## src/hw/mii_port_pkg.sv

```systemverilog
// Shared constants and types for the controller-side link of the physical layer port.
// Assumes both ends run on one 125 MHz system clock.
package mii_port_pkg;

  // System and link clock rates
  localparam int SYS_CLK_KHZ   = 125000;
  localparam int FAST_LINK_KHZ = 25000;
  localparam int SLOW_LINK_KHZ = 2500;

  // Link clock dividers in system clock cycles
  localparam int DIV_W = 6;
  localparam logic [DIV_W-1:0] FAST_PERIOD = DIV_W'(SYS_CLK_KHZ / FAST_LINK_KHZ);
  localparam logic [DIV_W-1:0] SLOW_PERIOD = DIV_W'(SYS_CLK_KHZ / SLOW_LINK_KHZ);
  localparam logic [DIV_W-1:0] FAST_HIGH   = DIV_W'(SYS_CLK_KHZ / FAST_LINK_KHZ / 2);
  localparam logic [DIV_W-1:0] SLOW_HIGH   = DIV_W'(SYS_CLK_KHZ / SLOW_LINK_KHZ / 2);

  // Symbols and widths
  localparam int NIBBLE_W = 4;
  localparam int SYMBOL_W = 5;
  localparam logic [SYMBOL_W-1:0] HALT_SYMBOL = 5'h04;

  // Strap capture settle time after reset release
  localparam int STRAP_W = 5;
  localparam logic [2:0] STRAP_SETTLE = 3'h4;

  // Receive sequencing along the usual path
  typedef enum logic [1:0] {
    RX_IDLE    = 2'b00,
    RX_CARRIER = 2'b01,
    RX_DATA    = 2'b11
  } rx_state_t;

endpackage : mii_port_pkg

```

## src/hw/mii_link_if.sv

```systemverilog
// Link between the physical layer port and the controller.
// Resolves the port's output enables into wire levels seen by the controller.
// A floated line reads as pulled low.
`timescale 1ns/1ps
`default_nettype none
interface mii_link_if;
  // Controller to port
  logic       tx_en;
  logic [3:0] txd;
  logic       tx_er;
  logic       rx_enable_pin;
  // Port drive values and enables, low enable means driving
  logic       tx_clk_drv;
  logic       rx_clk_drv;
  logic [3:0] rxd_drv;
  logic       rx_dv_drv;
  logic       rx_er_drv;
  logic       crs_drv;
  logic       col_drv;
  logic       port_oe_n;
  logic       rx_oe_n;
  // Resolved levels
  wire        rx_off = port_oe_n | rx_oe_n;
  wire        tx_clk = ~port_oe_n & tx_clk_drv;
  wire        crs    = ~port_oe_n & crs_drv;
  wire        rx_clk = ~rx_off & rx_clk_drv;
  wire [3:0]  rxd    = rx_off ? 4'h0 : rxd_drv;
  wire        rx_dv  = ~rx_off & rx_dv_drv;
  wire        rx_er  = ~rx_off & rx_er_drv;
  wire        col    = ~rx_off & col_drv;

  modport phy (
    input  tx_en, txd, tx_er, rx_enable_pin,
    output tx_clk_drv, rx_clk_drv, rxd_drv, rx_dv_drv, rx_er_drv, crs_drv, col_drv,
    output port_oe_n, rx_oe_n
  );
  modport mac (
    output tx_en, txd, tx_er, rx_enable_pin,
    input  tx_clk, rx_clk, rxd, rx_dv, rx_er, crs, col
  );
endinterface : mii_link_if
`default_nettype wire

```

## src/hw/phy_controller_port.sv

```systemverilog
// Controller-side port of the physical layer: link clocks, transmit capture, receive output.
// Assumes the controller launches transmit pins from logic on this same clock.
`timescale 1ns/1ps
`default_nettype none
module phy_controller_port (
  input  wire logic                      clock,
  input  wire logic                      rstn,
  mii_link_if.phy                        link,
  input  wire logic                      speed_10,
  input  wire logic                      coder_bypass,
  input  wire logic                      loopback_disable,
  input  wire logic                      pin_function_select,
  input  wire logic                      port_disable_wr,
  input  wire logic                      port_disable_value,
  input  wire logic [4:0]                management_address_straps,
  input  wire logic                      link_pass,
  input  wire logic                      collision_detect,
  input  wire logic                      line_rx_active,
  input  wire logic                      line_clock_recovered,
  input  wire logic [4:0]                line_rx_symbol,
  input  wire logic                      line_rx_error,
  output logic                           line_tx_valid,
  output logic                           line_tx_raw,
  output logic [4:0]                     line_tx_symbol,
  output logic                           line_tx_oe_n,
  output logic                           port_disabled,
  output logic                           five_bit_interface
);

  localparam int EXT_W = mii_port_pkg::STRAP_W + 1;

  // Outside pins: three flip-flops, change accepted when second and third agree
  logic [EXT_W-1:0] ext_s1;
  logic [EXT_W-1:0] ext_s2;
  logic [EXT_W-1:0] ext_s3;
  logic [EXT_W-1:0] ext_filt;

  always_ff @(posedge clock or negedge rstn) begin
    if (!rstn) begin
      ext_s1 <= EXT_W'(1);
      ext_s2 <= EXT_W'(1);
      ext_s3 <= EXT_W'(1);
    end else begin
      ext_s1 <= {management_address_straps, link.rx_enable_pin};
      ext_s2 <= ext_s1;
      ext_s3 <= ext_s2;
    end
  end

  genvar gi;
  generate
    for (gi = 0; gi < EXT_W; gi++) begin : g_filt
      always_ff @(posedge clock or negedge rstn) begin
        if (!rstn) begin
          ext_filt[gi] <= (gi == 0) ? 1'b1 : 1'b0;
        end else if (ext_s2[gi] == ext_s3[gi]) begin
          ext_filt[gi] <= ext_s3[gi];
        end
      end
    end
  endgenerate

  // Mode decode
  logic five_bit_active;
  assign five_bit_active = coder_bypass & ~speed_10;

  // Port disable with strap capture after reset release
  logic [2:0] strap_cnt;
  logic       strap_done;

  always_ff @(posedge clock or negedge rstn) begin
    if (!rstn) begin
      strap_cnt     <= '0;
      strap_done    <= 1'b0;
      port_disabled <= 1'b1;
    end else if (!strap_done) begin
      strap_cnt <= strap_cnt + 3'h1;
      if (strap_cnt == mii_port_pkg::STRAP_SETTLE) begin
        strap_done    <= 1'b1;
        port_disabled <= &ext_filt[EXT_W-1:1];
      end
    end else if (port_disable_wr) begin
      port_disabled <= port_disable_value;
    end
  end

  always_ff @(posedge clock or negedge rstn) begin
    if (!rstn) begin
      five_bit_interface <= 1'b0;
    end else begin
      five_bit_interface <= five_bit_active;
    end
  end

  // Link clock dividers
  logic [mii_port_pkg::DIV_W-1:0] period;
  logic [mii_port_pkg::DIV_W-1:0] high_len;
  logic [mii_port_pkg::DIV_W-1:0] tx_cnt;
  logic [mii_port_pkg::DIV_W-1:0] rx_cnt;
  logic [mii_port_pkg::DIV_W-1:0] next_tx_cnt;
  logic [mii_port_pkg::DIV_W-1:0] next_rx_cnt;
  logic                           tx_rise;
  logic                           rx_fall;
  logic                           recovered_q;
  mii_port_pkg::rx_state_t        rx_state;
  mii_port_pkg::rx_state_t        next_rx_state;

  assign period   = speed_10 ? mii_port_pkg::SLOW_PERIOD : mii_port_pkg::FAST_PERIOD;
  assign high_len = speed_10 ? mii_port_pkg::SLOW_HIGH : mii_port_pkg::FAST_HIGH;

  always_comb begin
    tx_rise     = (tx_cnt >= period - 6'h1);
    next_tx_cnt = tx_rise ? '0 : tx_cnt + 6'h1;
    if (speed_10 && rx_state == mii_port_pkg::RX_CARRIER
        && line_clock_recovered && !recovered_q) begin
      next_rx_cnt = '0;
    end else if (speed_10 && rx_state == mii_port_pkg::RX_IDLE) begin
      next_rx_cnt = next_tx_cnt;
    end else if (!speed_10) begin
      next_rx_cnt = next_tx_cnt;
    end else begin
      next_rx_cnt = (rx_cnt >= period - 6'h1) ? '0 : rx_cnt + 6'h1;
    end
    rx_fall = (next_rx_cnt == high_len) && (rx_cnt != high_len);
  end

  always_ff @(posedge clock or negedge rstn) begin
    if (!rstn) begin
      tx_cnt          <= '1; // Wraps at once, first high phase whole
      rx_cnt          <= '0;
      recovered_q     <= 1'b0;
      link.tx_clk_drv <= 1'b0;
      link.rx_clk_drv <= 1'b0;
    end else begin
      tx_cnt          <= next_tx_cnt;
      rx_cnt          <= next_rx_cnt;
      recovered_q     <= line_clock_recovered;
      link.tx_clk_drv <= (next_tx_cnt < high_len);
      link.rx_clk_drv <= (next_rx_cnt < high_len);
    end
  end

  // Transmit capture on each link clock rise
  logic tx_framing;

  always_ff @(posedge clock or negedge rstn) begin
    if (!rstn) begin
      line_tx_valid  <= 1'b0;
      line_tx_raw    <= 1'b0;
      line_tx_symbol <= '0;
      tx_framing     <= 1'b0;
    end else if (tx_rise) begin
      tx_framing <= ~port_disabled & ~five_bit_active & link.tx_en;
      if (port_disabled) begin
        line_tx_valid  <= 1'b0;
        line_tx_raw    <= 1'b0;
        line_tx_symbol <= '0;
      end else if (five_bit_active) begin
        line_tx_valid  <= 1'b1;
        line_tx_raw    <= 1'b1;
        line_tx_symbol <= {link.tx_er, link.txd};
      end else if (link.tx_en) begin
        line_tx_valid <= 1'b1;
        if (link.tx_er && !speed_10) begin
          line_tx_raw    <= 1'b1;
          line_tx_symbol <= mii_port_pkg::HALT_SYMBOL;
        end else begin
          line_tx_raw    <= 1'b0;
          line_tx_symbol <= {1'b0, link.txd};
        end
      end else begin
        line_tx_valid  <= 1'b0;
        line_tx_raw    <= 1'b0;
        line_tx_symbol <= '0;
      end
    end
  end

  // Receive sequencing
  always_comb begin
    if (!link_pass || !line_rx_active || five_bit_active) begin
      next_rx_state = mii_port_pkg::RX_IDLE;
    end else begin
      case (rx_state)
        mii_port_pkg::RX_IDLE: begin
          next_rx_state = speed_10 ? mii_port_pkg::RX_CARRIER : mii_port_pkg::RX_DATA;
        end
        mii_port_pkg::RX_CARRIER: begin
          next_rx_state = recovered_q ? mii_port_pkg::RX_DATA : mii_port_pkg::RX_CARRIER;
        end
        mii_port_pkg::RX_DATA: begin
          next_rx_state = mii_port_pkg::RX_DATA;
        end
        default: begin
          next_rx_state = mii_port_pkg::RX_IDLE;
        end
      endcase
    end
  end

  // Receive outputs change on link clock falling edges
  always_ff @(posedge clock or negedge rstn) begin
    if (!rstn) begin
      rx_state       <= mii_port_pkg::RX_IDLE;
      link.crs_drv   <= 1'b0;
      link.rx_dv_drv <= 1'b0;
      link.rxd_drv   <= '0;
      link.rx_er_drv <= 1'b0;
    end else if (rx_fall) begin
      rx_state <= next_rx_state;
      if (five_bit_active) begin
        link.crs_drv   <= link_pass;
        link.rx_dv_drv <= 1'b0;
        link.rxd_drv   <= line_rx_symbol[3:0];
        link.rx_er_drv <= line_rx_symbol[4];
      end else begin
        link.crs_drv <= link_pass & ((next_rx_state != mii_port_pkg::RX_IDLE)
                        | (tx_framing & ~loopback_disable));
        link.rx_dv_drv <= (next_rx_state == mii_port_pkg::RX_DATA);
        link.rxd_drv   <= (next_rx_state == mii_port_pkg::RX_DATA)
                          ? line_rx_symbol[3:0] : 4'h0;
        link.rx_er_drv <= (next_rx_state == mii_port_pkg::RX_DATA)
                          & ~speed_10 & line_rx_error;
      end
    end
  end

  // Collision and output enables
  always_ff @(posedge clock or negedge rstn) begin
    if (!rstn) begin
      link.col_drv <= 1'b0;
    end else begin
      link.col_drv <= collision_detect & ~five_bit_active;
    end
  end

  always_ff @(posedge clock or negedge rstn) begin
    if (!rstn) begin
      link.rx_oe_n   <= 1'b1;
      link.port_oe_n <= 1'b1;
      line_tx_oe_n   <= 1'b1;
    end else begin
      link.rx_oe_n   <= pin_function_select & ~ext_filt[0];
      link.port_oe_n <= port_disabled;
      line_tx_oe_n   <= port_disabled;
    end
  end

endmodule : phy_controller_port
`default_nettype wire

```

## src/flat_wrapper.sv

```systemverilog
// flat-port wrapper written by rule: the top's interface ports become plain ports
module phy_controller_port_flat 
  (clock, rstn, speed_10, coder_bypass, loopback_disable, pin_function_select, port_disable_wr, port_disable_value, management_address_straps, link_pass, collision_detect, line_rx_active, line_clock_recovered, line_rx_symbol, line_rx_error, line_tx_valid, line_tx_raw, line_tx_symbol, line_tx_oe_n, port_disabled, five_bit_interface, link_tx_en, link_txd, link_tx_er, link_rx_enable_pin, link_tx_clk_drv, link_rx_clk_drv, link_rxd_drv, link_rx_dv_drv, link_rx_er_drv, link_crs_drv, link_col_drv, link_port_oe_n, link_rx_oe_n);
  mii_link_if link_i ();
  input  wire logic clock;
  input  wire logic rstn;
  input  wire logic speed_10;
  input  wire logic coder_bypass;
  input  wire logic loopback_disable;
  input  wire logic pin_function_select;
  input  wire logic port_disable_wr;
  input  wire logic port_disable_value;
  input  wire logic [4:0] management_address_straps;
  input  wire logic link_pass;
  input  wire logic collision_detect;
  input  wire logic line_rx_active;
  input  wire logic line_clock_recovered;
  input  wire logic [4:0] line_rx_symbol;
  input  wire logic line_rx_error;
  output logic line_tx_valid;
  output logic line_tx_raw;
  output logic [4:0] line_tx_symbol;
  output logic line_tx_oe_n;
  output logic port_disabled;
  output logic five_bit_interface;
  input wire logic [$bits(link_i.tx_en)-1:0] link_tx_en;
  input wire logic [$bits(link_i.txd)-1:0] link_txd;
  input wire logic [$bits(link_i.tx_er)-1:0] link_tx_er;
  input wire logic [$bits(link_i.rx_enable_pin)-1:0] link_rx_enable_pin;
  output wire logic [$bits(link_i.tx_clk_drv)-1:0] link_tx_clk_drv;
  output wire logic [$bits(link_i.rx_clk_drv)-1:0] link_rx_clk_drv;
  output wire logic [$bits(link_i.rxd_drv)-1:0] link_rxd_drv;
  output wire logic [$bits(link_i.rx_dv_drv)-1:0] link_rx_dv_drv;
  output wire logic [$bits(link_i.rx_er_drv)-1:0] link_rx_er_drv;
  output wire logic [$bits(link_i.crs_drv)-1:0] link_crs_drv;
  output wire logic [$bits(link_i.col_drv)-1:0] link_col_drv;
  output wire logic [$bits(link_i.port_oe_n)-1:0] link_port_oe_n;
  output wire logic [$bits(link_i.rx_oe_n)-1:0] link_rx_oe_n;
  assign link_i.tx_en = link_tx_en;
  assign link_i.txd = link_txd;
  assign link_i.tx_er = link_tx_er;
  assign link_i.rx_enable_pin = link_rx_enable_pin;
  assign link_tx_clk_drv = link_i.tx_clk_drv;
  assign link_rx_clk_drv = link_i.rx_clk_drv;
  assign link_rxd_drv = link_i.rxd_drv;
  assign link_rx_dv_drv = link_i.rx_dv_drv;
  assign link_rx_er_drv = link_i.rx_er_drv;
  assign link_crs_drv = link_i.crs_drv;
  assign link_col_drv = link_i.col_drv;
  assign link_port_oe_n = link_i.port_oe_n;
  assign link_rx_oe_n = link_i.rx_oe_n;
  phy_controller_port u_core (.clock(clock), .rstn(rstn), .link(link_i), .speed_10(speed_10), .coder_bypass(coder_bypass), .loopback_disable(loopback_disable), .pin_function_select(pin_function_select), .port_disable_wr(port_disable_wr), .port_disable_value(port_disable_value), .management_address_straps(management_address_straps), .link_pass(link_pass), .collision_detect(collision_detect), .line_rx_active(line_rx_active), .line_clock_recovered(line_clock_recovered), .line_rx_symbol(line_rx_symbol), .line_rx_error(line_rx_error), .line_tx_valid(line_tx_valid), .line_tx_raw(line_tx_raw), .line_tx_symbol(line_tx_symbol), .line_tx_oe_n(line_tx_oe_n), .port_disabled(port_disabled), .five_bit_interface(five_bit_interface));
endmodule
```

## config.mk

```make
export PLATFORM = sky130hd
export DESIGN_NAME = phy_controller_port_flat
export DESIGN_NICKNAME = d
export VERILOG_FILES = /design/src/hw/mii_port_pkg.sv /design/src/hw/mii_link_if.sv /design/src/hw/phy_controller_port.sv /design/src/flat_wrapper.sv
export SDC_FILE = /design/constraint.sdc
export NUM_CORES = 1
export LEC_CHECK = 0
export ABC_AREA = 0
export BUFFER_PORTS_ARGS = -buffer_cell sky130_fd_sc_hd__buf_2
export CORE_ASPECT_RATIO = 2
export CORE_MARGIN = 2
export CORE_UTILIZATION = 59
export DETAILED_ROUTE_END_ITERATION = 6
export PLACE_DENSITY = 0.84
export SLEW_MARGIN = 40
export SYNTH_ARGS = -nofsm -noshare
export SYNTH_HDL_FRONTEND = slang
export SYNTH_SLANG_ARGS = --single-unit
```

## constraint.sdc

```tcl
create_clock -name clock -period 9.97 [get_ports clock]
set_input_delay 0.997 -clock clock [delete_from_list [all_inputs] [get_ports clock]]
set_output_delay 0.997 -clock clock [all_outputs]
set_load 0.03 [all_outputs]
```

==> summary.md, run 1 <==
| Metric | Value |
|---|---|
| Sw Pwr | `0.000368 W` |
| Drt first-iter violations | `64` |
| Fill cells | `362` |
| Sw Ratio | `37.1%` |
| Nets | `355` |
| Synth area leader | `dfrtp_1` |
| Setup TNS | `0 ns` |
| ANT nets after route | `0` |
| Crit-path max FO | `15` |
| CTS tree | `built` |
| Crit start category | `input pin` |
| Post-DP HPWL | `4360 um` |
| Final Max Slew Viols | `0` |
| Slew HR | `54.5%` |
| Final Cycle Share | `45.4%` |
| Measured slew at the worst slew-check pin | `0.673 ns` |
| Post-CTS Setup Bufs | `0` |
| Top Ports | `52` |
| Port buffer count | `51` |
| Die area | `0.00557 mm2` |
| Share of layout cells above drive strength 1 | `27.7%` |
| Pint | `0.000623 W` |
| CORE AREA | `0.00482 mm2` |
| Min Tclk post-route | `4.52 ns` |
| Number of remaining DRC errors | `0` |
| Worst VDD drop | `0.000190 V` |
| First-pass DRT Iterations | `4` |
| Sequential power share | `37.9%` |
| Placer congestion estimate | `0.944` |
| DR vias | `2125` |
| Starting density of the core | `60.7%` |
| Num CTS Buffers | `9` |
| WP data required | `10.20 ns` |
| Fin. Hold Viols | `0` |
| Synth top area cells | `dfrtp_1, dfstp_2, ha_1` |
| # rows | `36` |
| Pwr dens | `286 mW/mm2` |
| Critical path class | `input pin to register` |
| Combinational power share | `37.4%` |
| Die Span Y | `104 um` |
| Wirelength, routed | `5900 um` |
| Area grow syn2layout | `18.3%` |
| Non-Filler Instances | `368` |
| Vias in the first global route | `2141` |
| Post-synth top cells | `dfrtp_1, nand2_1, ha_1` |
| Predominant post-synthesis flop cell | `dfrtp_1` |
| Worst-skew pair later-pin latency | `0.35 ns` |
| H-Tree Depth | `3` |
| Maximum root-to-sink buffer count | `2` |
| Endpoints failing setup | `0` |
| Clock Root Buffer | `clkbuf_8` |
| Max-cap viol count | `0` |
| Pin count of the biggest net entering global routing | `66` |
| Part of the Yosys area used for sequential elements | `56.2%` |
| Critical Path Most Common Cell | `ha_1` |
| Post-DR wirelength/cell | `16.0 um` |
| Ys async rst share | `100%` |
| Net Count, Synth | `297` |
| Worst Path Arrival | `4.76 ns` |
| Synth warnings | `0` |
| Initial antenna violation count | `0` |
| Clk network pwr share | `24.8%` |
| RSZ-0062 raised after global routing | `no` |
| Routed vias/inst | `5.77` |
| Number of library cell types mapped by synthesis | `53` |
| Post-CTS resize count | `0` |
| Peak Freq | `221 MHz` |
| Leak Pwr | `1.71 nW` |
| Slowest stage cell, crit path | `or4b_1` |
| Post-synth EDFFs | `0` |
| Most frequent cell after synthesis | `dfrtp_1` |
| Hold Buf Count CTS | `0` |
| Placed Cells | `352` |
| CP cell instances | `buf_2 > clkinv_1 > ha_1 > o21a_1 > o21ai_0 > or4b_1 > o22ai_1 > nand2_1 > ha_1 > nand4_1 > a41oi_1 > o21ai_4 > mux2_4` |
| Sink Count | `65` |
| First-pass GRT wire length | `9780 um` |
| Cell Area, Synth | `0.00293 mm2` |
| GRT Util Overall | `24.3%` |
| Total grt overflow | `0` |
| Die width | `53.8 um` |
| Status | `complete, no violations` |
| Top cell type's share of synthesized area | `44.5%` |
| Hold WC Path Type | `register to register` |
| Skew final | `0.00826 ns` |
| N_diodes | `0` |
| Flops & latches, synth | `65` |
| Clk slew on worst S/H paths | `0.06 ns` |
| Crit. End Element | `register` |
| Mean post-synth cell area | `11.8 um2` |
| CP max stage delay | `0.56 ns` |
| Mapped Cells | `248` |
==> layer usage <==
| metal | vias up | GRT usage, % | wire length [um] |
|---|---|---|---|
| li1 | 1006 | - | - |
| met1 | 1016 | 28.6 | 2220 |
| met2 | 74 | 37.5 | 3070 |
| met3 | 29 | 7.49 | 311 |
| met4 | 0 | 14.3 | 295 |
| met5 | - | 0 | 0 |
==> per-stage QoR <==
stage | power, W | instance area [um2] | util, % | hold WS (ns) | setup WS, ns
2_1_floorplan | 0.000641 | 2930 | - | 0.331 | 5.78
3_3_place_gp | 0.000732 | 3240 | 67.2 | 0.332 | 5.33
3_5_place_dp | 0.000747 | 3240 | 67.2 | 0.336 | 5.14
4_1_cts | 0.000998 | 3460 | 71.8 | 0.352 | 5.50
5_1_grt | 0.00106 | 3460 | 71.8 | 0.358 | 5.13
6_report | 0.000991 | 3460 | 71.8 | 0.350 | 5.45
==> cell type report <==
class,count,area [um2],area share [%]
Inverter,12,45.0,1.30
Clock inverter,4,76.3,2.20
Sequential cell,65,1640,47.5
Clock buffer,12,145,4.19
Multi-Input combinational cell,165,1210,34.9
Timing Repair Buffer,53,274,7.91
Tap cell,57,71.3,2.06
==> sequential cells by signal, indices dropped and copies added (netlist names), 2 cells and up <==
register,flops
u_core.tx_cnt,6
u_core.rx_state,2
u_core.strap_cnt,3
u_core.ext_s3,6
u_core.link.rxd_drv,4
u_core.ext_s2,6
u_core.ext_filt,6
u_core.line_tx_symbol,5
u_core.ext_s1,6
u_core.rx_cnt,6
==> power groups by stage <==
stage,logic [W],clock network [W],registers [W]
2_1_floorplan,0.000226,0,0.000415
3_3_place_gp,0.000355,0,0.000377
3_5_place_dp,0.000367,0,0.000380
4_1_cts,0.000370,0.000252,0.000375
5_1_grt,0.000408,0.000265,0.000383
6_report,0.000370,0.000245,0.000375
==> critical path: cells and delay by family <==
kind	cells	cell delay, ns
AO/OA/AOI/OAI	5	1.23
adder cells (fa/ha/maj)	2	0.76
buffers and inverters	2	0.69
multiplexers	1	0.34
AND/OR/NAND/NOR	3	0.74
==> placed cells by master, fill, tap and decap left out, types with 3 or more instances in the layout <==
master and instances:
nand2b_1 7, nor2_1 18, xor2_1 5, a22oi_1 3, dfrtp_1 52, nand4b_1 3
a22o_1 4, xnor2_1 5, a21oi_1 10, clkbuf_8 10, nand2_1 21, o22ai_1 3
o21ai_0 5, and2_1 3, nand3_1 10, maj3_1 6, mux2i_1 3, dfstp_2 13
o21a_1 4, buf_2 51, ha_1 19, inv_1 11
==> cells by family after synthesis <==
kind of cell / count (synthesis) / synth area share (%)
adders and majority gates: 25 / 10.2
xor gates and xnor gates: 10 / 2.99
and+or+nand+nor: 73 / 12.5
buffers and inverters: 18 / 2.57
DFF: 65 / 56.2
muxes: 5 / 1.92
AOI/OAI and AO/OA: 52 / 13.6
==> final timing paths <==
check	from	end	slack, ns	cells after the start
setup / recovery	speed_10	u_core.link.crs_drv	5.45	13
hold / removal	u_core.ext_s1[5]	u_core.ext_s2[5]	0.35	0
setup reg to reg	u_core.tx_cnt[0]	u_core.link.crs_drv	6.46	14
hold reg to reg	u_core.ext_s1[5]	u_core.ext_s2[5]	0.35	0
max in group asynchronous	rstn	u_core.link.rx_clk_drv	8.85	2
min in group asynchronous	rstn	u_core.ext_filt[1]	0.72	2
Note: power is estimated with default switching activity, not from simulation.
==> inputs of run 2 (changes only) <==
Settings changed: CORE_UTILIZATION 59 to 55, PLACE_DENSITY 0.84 to 0.79.
Clock period 9.97 ns to 4.6 ns, I/O delays scaled along.
==> run 2 against run 1 <==
  * Critical path depth rose by 2
  * Flip-flop and latch count did not move
  * Clock-buffer cell count fell by 3
==> summary.md, run 2 (synthesis results as in run 1) <==
| Metric | Value |
|---|---|
| ANT nets after route | `0` |
| Commonest non-fill, non-tap cell in the layout | `dfrtp_1` |
| Clk network pwr share | `24.6%` |
| Nets | `359` |
| Clk slew on worst S/H paths | `0.08 ns` |
| Hold WC Path Type | `input pin to asynchronous set/reset pin` |
| Top Ports | `52` |
| Total grt overflow | `0` |
| Utilization after layout | `68.0%` |
| Final Max Slew Viols | `0` |
| Sw Pwr | `0.000841 W` |
| Share of layout cells above drive strength 1 | `29.2%` |
| Post-DP HPWL | `4490 um` |
| Number of remaining DRC errors | `0` |
| Area grow syn2layout | `19.5%` |
| Initial antenna violation count | `0` |
| DR vias | `2166` |
| Sw Ratio | `38.3%` |
| Pin count of the biggest net entering global routing | `66` |
| Crit. End Element | `register` |
| Met1 Track Usage GR | `23.9%` |
| Post-DR wirelength/cell | `16.4 um` |
| Num CTS Buffers | `9` |
| H-Tree Depth | `3` |
| # rows | `37` |
| Setup TNS | `0 ns` |
| Drt first-iter violations | `45` |
| Hold Buf Count CTS | `0` |
| Peak Freq | `294 MHz` |
| Routed vias/inst | `5.81` |
| Status | `complete, no violations` |
| Placer congestion estimate | `0.851` |
| Max-cap viol count | `0` |
| Critical path class | `input pin to register` |
| First-pass DRT Iterations | `4` |
| Pint | `0.00135 W` |
| Die width | `55.6 um` |
| Skew final | `0.00878 ns` |
| Most used routing layer | `met2` |
| N_diodes | `0` |
| Combinational power share | `38.3%` |
| Min Tclk post-route | `3.40 ns` |
| Worst-skew pair later-pin latency | `0.35 ns` |
| Final worst setup slack | `1.20 ns` |
| Non-Filler Instances | `373` |
| Fin. Hold Viols | `0` |
| Post-CTS resize count | `0` |
| Worst VDD drop | `0.000438 V` |
| Sequential power share | `37.1%` |
| Overall Power | `0.00219 W` |
| Final Cycle Share | `73.8%` |
| Leak Pwr | `1.74 nW` |
| Crit-path max FO | `9` |
| Placed Cells | `357` |
| GRT Util Overall | `22.8%` |
| Global-route met3 utilization | `6.03%` |
| Starting density of the core | `56.9%` |
| WP data required | `4.84 ns` |
| CTS tree | `built` |
| RSZ-0062 raised after global routing | `no` |
| Port buffer count | `51` |
| Maximum root-to-sink buffer count | `2` |
| CORE AREA | `0.00514 mm2` |
| Vias in the first global route | `2260` |
| Met2 track utilization from global routing | `39.4%` |
| Worst Path Arrival | `3.63 ns` |
| Most frequent cells in the layout | `dfrtp_1, buf_2, nand2_1` |
| Pwr dens | `628 mW/mm2` |
| Endpoints failing setup | `0` |
| Wirelength, routed | `6140 um` |
| Dpl ws | `0.866 ns` |
| Post-CTS Setup Bufs | `0` |
| Die Span Y | `107 um` |
| First-pass GRT wire length | `10300 um` |
| Clock Root Buffer | `clkbuf_8` |
| Sink Count | `65` |
| Crit start category | `input pin` |
| Slew HR | `58.3%` |
| Measured slew at the worst slew-check pin | `0.623 ns` |
| Die area | `0.00595 mm2` |
-- run 2: cell types whose count changed in the layout (fill, tap and decap cells not counted) --
cell      change
buf_4         +4
inv_6         +3
clkbuf_1      -2
clkbuf_8      -1
clkinv_2      +1
clkinv_4      -1
-- run 2: layout make-up --
type | count | area [um2]
Inverter | 12 | 45.0
Sequential cell | 65 | 1640
Fill cell | 410 | 1640
Multi-Input combinational cell | 165 | 1210
Tap cell | 58 | 72.6
Clock buffer | 9 | 124
Timing Repair Buffer | 57 | 304
Clock inverter | 7 | 98.8
-- run 2: path summary, 6_finish.rpt --
path	to	start	slack (ns)	depth (start not counted)
setup / recovery	u_core.link.crs_drv	speed_10	1.20	15
hold / removal	u_core.ext_s3[4]	rstn	0.18	2
setup reg to reg	u_core.link.crs_drv	u_core.tx_cnt[0]	1.30	15
hold reg to reg	u_core.ext_s2[4]	u_core.ext_s1[4]	0.35	0
max in group asynchronous	u_core.tx_cnt[4]	rstn	4.02	2
min in group clock	u_core.ext_s1[0]	link_rx_enable_pin	0.20	1
-- run 2: critical path, stage by stage --
cell and delay [ns]:
buf_2 0.09, clkinv_1 0.27, buf_4 0.28, ha_1 0.30
nand4b_1 0.10, a21oi_1 0.04, or4b_1 0.58, o22ai_1 0.23
nand2_1 0.11, ha_1 0.29, nand4_1 0.09, a41oi_1 0.17
buf_4 0.18, o21ai_4 0.10, mux2_4 0.33
-- run 2: stage by stage --
stage,hold slack (ns),cell area (um2)
after global placement,0.331,3270
after detailed placement,0.337,3270
final,0.182,3490
after floorplan,0.164,2930
after CTS,0.184,3490
after global routing,0.181,3490
-- run 2: metal layers --
metal	vias up	share of wire (%)
li1	1010	-
met1	1048	35
met2	83	54
met3	25	6.0
met4	0	4.7
met5	-	0
-- run 2: power groups by stage --
stage          clock, W  sequential, W  combinational, W
6_report       0.000540       0.000814          0.000839
5_1_grt        0.000575       0.000830          0.000924
4_1_cts        0.000552       0.000813          0.000842
3_5_place_dp          0       0.000823          0.000827
3_3_place_gp          0       0.000816          0.000794
2_1_floorplan         0       0.000900          0.000490
